$ cat src/core/sram_ctl_pkg.sv
// constants for the asynchronous static memory controller
package sram_ctl_pkg;
	localparam int ADDR_W     = 16;
	localparam int DATA_W     = 4;
	localparam int CLK_NS     = 20;
	// fastest grade figures in ns
	localparam int T_WP_NS    = 12;
	localparam int T_WP_GH_NS = 10;
	localparam int T_AW_NS    = 12;
	localparam int T_DW_NS    = 7;
	localparam int T_OE_NS    = 8;
	localparam int T_ACC_NS   = 15;
	localparam int T_WZ_NS    = 7;
	localparam int T_CHZ_NS   = 8;
	localparam int T_OH_NS    = 4;
	localparam int T_RC_NS    = 15;
	function automatic int ns_to_cyc(input int ns);
		int c;
		c = (ns + CLK_NS - 1) / CLK_NS;
		return (c < 1) ? 1 : c;
	endfunction
	localparam int WP_CYC  = ns_to_cyc(T_WP_NS);
	localparam int ACC_CYC = ns_to_cyc((T_ACC_NS > T_OE_NS) ? T_ACC_NS : T_OE_NS);
	localparam int HZ_CYC  = ns_to_cyc((T_CHZ_NS > T_WZ_NS) ? T_CHZ_NS : T_WZ_NS);
	localparam int CNT_W   = 4;
	localparam logic [CNT_W-1:0] CNT_RST = 4'h0;
	typedef enum logic [2:0] {ST_IDLE, ST_SETUP, ST_RD, ST_WR, ST_REC} ctl_state_t;
endpackage

$ cat src/core/sram_sync2.sv
// two-flop synchroniser for pin inputs
`timescale 1ns/100ps
`default_nettype none
module sram_sync2 #(
	parameter int W = 4
) (
	input  wire logic         sys_clk_i,
	input  wire logic         rst_i,
	input  wire logic [W-1:0] d_i,
	output var  logic [W-1:0] q_o
);
	logic [W-1:0] meta_r;
	logic [W-1:0] meta_nxt;
	logic [W-1:0] q_nxt;
	always_comb begin
		meta_nxt = d_i;
		q_nxt    = meta_r;
	end
	always_ff @(posedge sys_clk_i or posedge rst_i) begin
		if (rst_i) begin
			meta_r <= '0;
			q_o    <= '0;
		end else begin
			meta_r <= meta_nxt;
			q_o    <= q_nxt;
		end
	end
endmodule
`default_nettype wire

$ cat src/core/sram_ctl.sv
// host-side controller driving a 64k x 4 asynchronous static memory
// Summary of operation
// - write happens only while select and write strobe overlap low; captured at end.
// - write strobe stays high throughout every read cycle.
// - address valid before the select falls.
// - cycle lasts from address valid until the next address change.
// - output enable high during writes allows the shorter write pulse.
// - address held valid at least 12 ns before write ends.
// - write data driven at least 7 ns before write ends.
`timescale 1ns/100ps
`default_nettype none
module sram_ctl (
	input  wire logic                           sys_clk_i,
	input  wire logic                           rst_i,
	input  wire logic                           req_i,
	input  wire logic                           we_i,
	input  wire logic [sram_ctl_pkg::ADDR_W-1:0] addr_i,
	input  wire logic [sram_ctl_pkg::DATA_W-1:0] wdata_i,
	output var  logic                           busy_o,
	output var  logic                           rvalid_o,
	output var  logic [sram_ctl_pkg::DATA_W-1:0] rdata_o,
	output var  logic [sram_ctl_pkg::ADDR_W-1:0] word_select_lines_o,
	output var  logic                           cs_n_o,
	output var  logic                           cs_high_o,
	output var  logic                           oe_n_o,
	output var  logic                           we_n_o,
	input  wire logic [sram_ctl_pkg::DATA_W-1:0] bidir_nibble_i,
	output var  logic [sram_ctl_pkg::DATA_W-1:0] bidir_nibble_o,
	output var  logic                           bidir_nibble_oe_o
);
	import sram_ctl_pkg::*;

	ctl_state_t        st_r, st_nxt;
	logic [CNT_W-1:0]  cnt_r, cnt_nxt;
	logic              wr_r, wr_nxt;
	logic [DATA_W-1:0] rd_sync;
	logic              busy_nxt, rvalid_nxt, cs_n_nxt, oe_n_nxt, we_n_nxt, doe_nxt;
	logic [DATA_W-1:0] rdata_nxt, dout_nxt;
	logic [ADDR_W-1:0] addr_nxt;

	// pin data is asynchronous to us, so it is synchronised; costs two cycles of latency
	sram_sync2 #(.W(DATA_W)) u_rd_sync (
		.sys_clk_i (sys_clk_i),
		.rst_i     (rst_i),
		.d_i       (bidir_nibble_i),
		.q_o       (rd_sync)
	);

	always_comb begin
		st_nxt     = st_r;
		cnt_nxt    = cnt_r;
		wr_nxt     = wr_r;
		busy_nxt   = busy_o;
		rvalid_nxt = 1'b0;
		rdata_nxt  = rdata_o;
		addr_nxt   = word_select_lines_o;
		dout_nxt   = bidir_nibble_o;
		cs_n_nxt   = cs_n_o;
		oe_n_nxt   = oe_n_o;
		we_n_nxt   = we_n_o;
		doe_nxt    = bidir_nibble_oe_o;
		unique case (st_r)
			ST_IDLE: begin
				if (req_i) begin
					// address goes out one cycle before any strobe
					addr_nxt = addr_i;
					dout_nxt = wdata_i;
					wr_nxt   = we_i;
					busy_nxt = 1'b1;
					st_nxt   = ST_SETUP;
				end
			end
			ST_SETUP: begin
				cs_n_nxt = 1'b0;
				cnt_nxt  = CNT_RST;
				if (wr_r) begin
					// select and strobe fall together, oe stays high
					we_n_nxt = 1'b0;
					doe_nxt  = 1'b1;
					st_nxt   = ST_WR;
				end else begin
					oe_n_nxt = 1'b0;
					we_n_nxt = 1'b1;
					st_nxt   = ST_RD;
				end
			end
			ST_RD: begin
				cnt_nxt = cnt_r + 1'b1;
				// access time plus synchroniser depth before the sample is trusted
				if (cnt_r == CNT_W'(ACC_CYC + 2)) begin
					rdata_nxt  = rd_sync;
					rvalid_nxt = 1'b1;
					cs_n_nxt   = 1'b1;
					oe_n_nxt   = 1'b1;
					cnt_nxt    = CNT_RST;
					st_nxt     = ST_REC;
				end
			end
			ST_WR: begin
				cnt_nxt = cnt_r + 1'b1;
				if (cnt_r == CNT_W'(WP_CYC - 1)) begin
					// select and strobe rise together; data held one more cycle
					we_n_nxt = 1'b1;
					cs_n_nxt = 1'b1;
					cnt_nxt  = CNT_RST;
					st_nxt   = ST_REC;
				end
			end
			ST_REC: begin
				doe_nxt = 1'b0;
				cnt_nxt = cnt_r + 1'b1;
				// give the memory time to float before the next cycle turns the bus
				if (cnt_r == CNT_W'(HZ_CYC - 1)) begin
					busy_nxt = 1'b0;
					st_nxt   = ST_IDLE;
				end
			end
			default: st_nxt = ST_IDLE;
		endcase
	end

	always_ff @(posedge sys_clk_i or posedge rst_i) begin
		if (rst_i) begin
			st_r                <= ST_IDLE;
			cnt_r               <= CNT_RST;
			wr_r                <= 1'b0;
			busy_o              <= 1'b0;
			rvalid_o            <= 1'b0;
			rdata_o             <= '0;
			word_select_lines_o <= '0;
			bidir_nibble_o      <= '0;
			cs_n_o              <= 1'b1;
			cs_high_o           <= 1'b0;
			oe_n_o              <= 1'b1;
			we_n_o              <= 1'b1;
			bidir_nibble_oe_o   <= 1'b0;
		end else begin
			st_r                <= st_nxt;
			cnt_r               <= cnt_nxt;
			wr_r                <= wr_nxt;
			busy_o              <= busy_nxt;
			rvalid_o            <= rvalid_nxt;
			rdata_o             <= rdata_nxt;
			word_select_lines_o <= addr_nxt;
			bidir_nibble_o      <= dout_nxt;
			cs_n_o              <= cs_n_nxt;
			cs_high_o           <= ~cs_n_nxt;
			oe_n_o              <= oe_n_nxt;
			we_n_o              <= we_n_nxt;
			bidir_nibble_oe_o   <= doe_nxt;
		end
	end

	property p_wr_only_sel;
		@(posedge sys_clk_i) disable iff (rst_i) !we_n_o |-> !cs_n_o;
	endproperty
	a_wr_only_sel: assert property (p_wr_only_sel) else $error("write strobe without select");
	property p_rd_we_high;
		@(posedge sys_clk_i) disable iff (rst_i) !oe_n_o |-> we_n_o;
	endproperty
	a_rd_we_high: assert property (p_rd_we_high) else $error("strobe low in read");
	property p_cs_pair;
		@(posedge sys_clk_i) disable iff (rst_i) cs_high_o == !cs_n_o;
	endproperty
	a_cs_pair: assert property (p_cs_pair) else $error("selects disagree");
	property p_oe_wr;
		@(posedge sys_clk_i) disable iff (rst_i) $fell(we_n_o) |-> oe_n_o [*2];
	endproperty
	a_oe_wr: assert property (p_oe_wr) else $error("oe low in write");
	property p_cs_fall;
		@(posedge sys_clk_i) disable iff (rst_i) $fell(we_n_o) |-> $fell(cs_n_o);
	endproperty
	a_cs_fall: assert property (p_cs_fall) else $error("select fell late");
	property p_cs_rise;
		@(posedge sys_clk_i) disable iff (rst_i) $rose(we_n_o) |-> $rose(cs_n_o) && bidir_nibble_oe_o;
	endproperty
	a_cs_rise: assert property (p_cs_rise) else $error("select not rising with strobe");
	property p_addr_stable;
		@(posedge sys_clk_i) disable iff (rst_i) !cs_n_o |-> $stable(word_select_lines_o);
	endproperty
	a_addr_stable: assert property (p_addr_stable) else $error("address moved while selected");
	// address must have stood since before the strobe fell, a full cycle ahead of write end
	property p_wr_addr;
		@(posedge sys_clk_i) disable iff (rst_i) $rose(we_n_o) |-> word_select_lines_o == $past(word_select_lines_o, 2);
	endproperty
	a_wr_addr: assert property (p_wr_addr) else $error("address moved during write");
	property p_rd_done;
		@(posedge sys_clk_i) disable iff (rst_i) $fell(oe_n_o) |-> ##[1:8] rvalid_o;
	endproperty
	a_rd_done: assert property (p_rd_done) else $error("read never completed");
	c_read:  cover property (@(posedge sys_clk_i) rvalid_o);
	c_write: cover property (@(posedge sys_clk_i) $rose(we_n_o));
	c_b2b:   cover property (@(posedge sys_clk_i) $fell(busy_o) && req_i);
endmodule
`default_nettype wire

$ cat config.mk
export PLATFORM = sky130hd
export DESIGN_NAME = sram_ctl
export DESIGN_NICKNAME = d
export VERILOG_FILES = /design/src/core/sram_ctl_pkg.sv /design/src/core/sram_sync2.sv /design/src/core/sram_ctl.sv
export SDC_FILE = /design/constraint.sdc
export NUM_CORES = 1
export LEC_CHECK = 0
export ABC_AREA = 1
export BUFFER_PORTS_ARGS = -buffer_cell sky130_fd_sc_hd__buf_2
export CAP_MARGIN = 20
export CELL_PAD_IN_SITES_DETAIL_PLACEMENT = 2
export CELL_PAD_IN_SITES_GLOBAL_PLACEMENT = 2
export CORE_MARGIN = 2
export CORE_UTILIZATION = 30
export DETAILED_ROUTE_END_ITERATION = 8
export PLACE_DENSITY_LB_ADDON = 0.12
export SLEW_MARGIN = 25
export SYNTH_ARGS = -nofsm -noshare
export SYNTH_HDL_FRONTEND = slang
export SYNTH_HIERARCHICAL = 1
export SYNTH_SLANG_ARGS = --single-unit
$ cat constraint.sdc
create_clock -name sys_clk_i -period 1.4 [get_ports sys_clk_i]
set_input_delay 0.28 -clock sys_clk_i [delete_from_list [all_inputs] [get_ports sys_clk_i]]
set_output_delay 0.28 -clock sys_clk_i [all_outputs]
set_load 0.05 [all_outputs]
==> metrics.yaml <==
cp.arrival_ns: 1.08
insertedDiodeCount: 0
synth_simple_gate_area_share_pct: 18.7
ant_nets: 0
finalMaxSlewViolations: 0
synthDistinctLibCells: 21
cts_tree: "done"
synth_top_family_by_area: "simple AND/OR/NAND/NOR gates"
path_clk_slew_ns: 0.09
dp_hpwl_um: 3330
hold_start: "bidir_nibble_i[2]"
synth.yosys.seq_area_share_pct: 61.2
final_hold_viol_count: 0
post-route-min-period_ns: 1.36
die_y_um: 84.2
fmax_mhz: 734
dr_total_vias: 1499
first_pass_iters: 4
cts_buffer_depth: 2
crit_fanout: 2
place_congestion: 0.715
crit_slowest_cell: "dfstp_2"
critical_path.max_stage_delay_ns: 0.54
setup_viol: 0
via_per_inst: 4.33
grt_pass1_vias: 1591
synth_area_um2: 1930
drc: 0
ir_drop_uv: 995
p_int_mw: 3.08
wl_per_cell_um: 13.4
p_leak_nw: 1.39
cp-start-kind: "flop"
synthXorXnorAreaFrac_pct: 0.454
synthTopCellsByCount: "nand2_1 (62), dfrtp_1 (44), inv_1 (34)"
htreeDepth: 2
die_area_um2: 7090
core_um2: 6280
powerDensity_nw_per_um2: 2590
grt-ovfl-total: 0
status: "complete, no violations"
cts_buffers: 5
hold_ws_ns: 0.0780
first_iter_violations: 33
crit_buf_inv: 1
ys.flop_type: "dfrtp_1"
period_share_pct: 97.4
nNetsFinal: 298
portBuffers: 58
place_inst: 334
clockPowerShare_pct: 12.8
synth.most_common_cell: "nand2_1"
initial_core_util_pct: 30.7
synth_seq_cells: 47
maxCapViolCount: 0
layout-drive-gt1-share_pct: 37.5
synthCells: 201
clock_latency_ns: 0.30
cp-startpoint: "oe_n_o"
ios: 59
grt_first_pass_wirelength_um: 7400
power.total_mw: 6.39
hp-class: "in -> reg"
yosysWarnings: 6
grt_start_max_net_pins: 44
clock-sinks: 47
row_count: 29
pre_cts_ws_ns: 0.0203
hold_depth: 1
path_depth: 1
combPwrFrac_pct: 52.7
seqPwrFrac_pct: 34.4
ctsRootBufferMaster: "clkbuf_8"
synth_compound_area_share_pct: 9.08
yosys.area.top_type: "dfrtp_1"
drt_wl_total_um: 4630
final_cells: 346
slew_headroom_pct: 78.8
critPathCaptureType: "primary output"
reg2reg_depth: 7
regToRegStartpoint: "cnt_r[0]"
muxShareOfSynthArea_pct: 0
setup_ws_ns: 0.0369
rsz0062_at_grt: "yes"
yosys.area_share.adder_pct: 1.30
antenna_found_initial: 0
die_x_um: 84.2
critPathKind: "reg -> out"
synth_area_leaders: "dfrtp_1 (57%), nand2_1 (12%), inv_1 (6.6%)"
area_growth_pct: 27.7
syn_nets: 231
fin_setup_tns_ns: 0
cp_cell_sequence: "buf_2"
cp.required_ns: 1.12
syn_avg_cell_area_um2: 9.60
power.switching_mw: 3.31
worst_pin_slew_ns: 0.318
track_usage_pct: 13.2
async_reset_ff_share_pct: 100
synth-edff-count: 0
skew_ns: 0.00581
crit_family: "flip-flops"
yosys.area.top_type_share_pct: 57.1
swShare_pct: 51.8
==> placed cells by master, fill, tap and decap left out <==
cell and n:
dfrtp_2 1, o21ai_0 2, inv_2 3, buf_4 2
xor2_1 1, nor3_2 1, buf_12 2, nand3b_1 1
o21ai_1 7, dfstp_2 3, dlygate4sd3_1 1, nand3_1 9
nand3_2 3, a21boi_0 1, clkbuf_8 5, nor2_4 1
nor2_2 2, buf_2 56, nor2_1 4, clkinvlp_4 2
nand2_2 3, inv_1 34, dfrtp_1 43, ha_1 2
clkinv_2 1, nand4_1 1, o21ai_2 14, nand2_1 62
clkbuf_4 2
==> power groups by stage <==
stage	clock network, mW	logic (mW)	registers (mW)
6_report	0.819	3.37	2.20
5_1_grt	0.905	3.63	2.28
4_1_cts	0.872	3.32	2.20
3_5_place_dp	0	3.32	2.22
3_3_place_gp	0	3.27	2.20
2_1_floorplan	0	1.12	3.61
==> cell families (layout without fill, tap and decap cells) <==
| group | count (synthesis) | in the layout |
|---|---|---|
| buffers and inverters | 41 | 108 |
| flip-flops | 47 | 47 |
| AO/OA/AOI/OAI | 24 | 24 |
| XOR/XNOR | 1 | 1 |
| adder cells (fa/ha/maj) | 2 | 2 |
| AND/OR/NAND/NOR | 86 | 87 |
==> stage by stage <==
step	utilization, %	instance area [um2]
5_1_grt	39.2	2460
2_1_floorplan	-	1930
3_3_place_gp	36.9	2310
4_1_cts	38.4	2410
6_report	39.2	2460
3_5_place_dp	36.9	2310
==> layer usage <==
layer	vias up	global-route usage, %	wire length (um)
li1	740	-	-
met1	723	15.7	2030
met2	31	22.0	2250
met3	5	5.01	283
met4	0	4.84	76
met5	-	0	0
==> layout make-up <==
cell class,count,area [um2]
Tap cell,77,96.3
Timing Repair Buffer,63,360
Sequential cell,47,1180
Clock buffer,5,68.8
Inverter,37,139
Multi-Input combinational cell,114,598
Clock inverter,3,20.0
Fill cell,722,3810
==> flip-flops by register name (all words and copies together), names as in the netlist <==
signal / cells
busy_o: 1
oe_n_o: 1
rdata_o: 4
cs_high_o: 1
word_select_lines_o: 16
cs_n_o: 1
st_r: 3
wr_r: 1
bidir_nibble_o: 4
rvalid_o: 1
u_rd_sync/meta_r: 4
bidir_nibble_oe_o: 1
u_rd_sync/q_o: 4
cnt_r: 4
we_n_o: 1
==> final timing paths <==
check	endpoint	slack, ns
worst max-delay path	oe_n_o	0.04
worst min-delay path	u_rd_sync/meta_r[2]	0.08
worst max register to register	cnt_r[0]	0.10
worst min register to register	u_rd_sync/q_o[2]	0.36
max in group asynchronous	we_n_o	0.53
min in group asynchronous	u_rd_sync/q_o[0]	0.48
==> what timing repair did <==
action | 4_1_cts | 5_1_grt
gates resized for setup | 0 | 9
hold buffers | 1 | 0
setup endpoints to repair | 0 | 13
buffers inserted | 0 | 2
endpoints found under the hold margin | 8 | 0
Power figures use the tool's default switching activity.
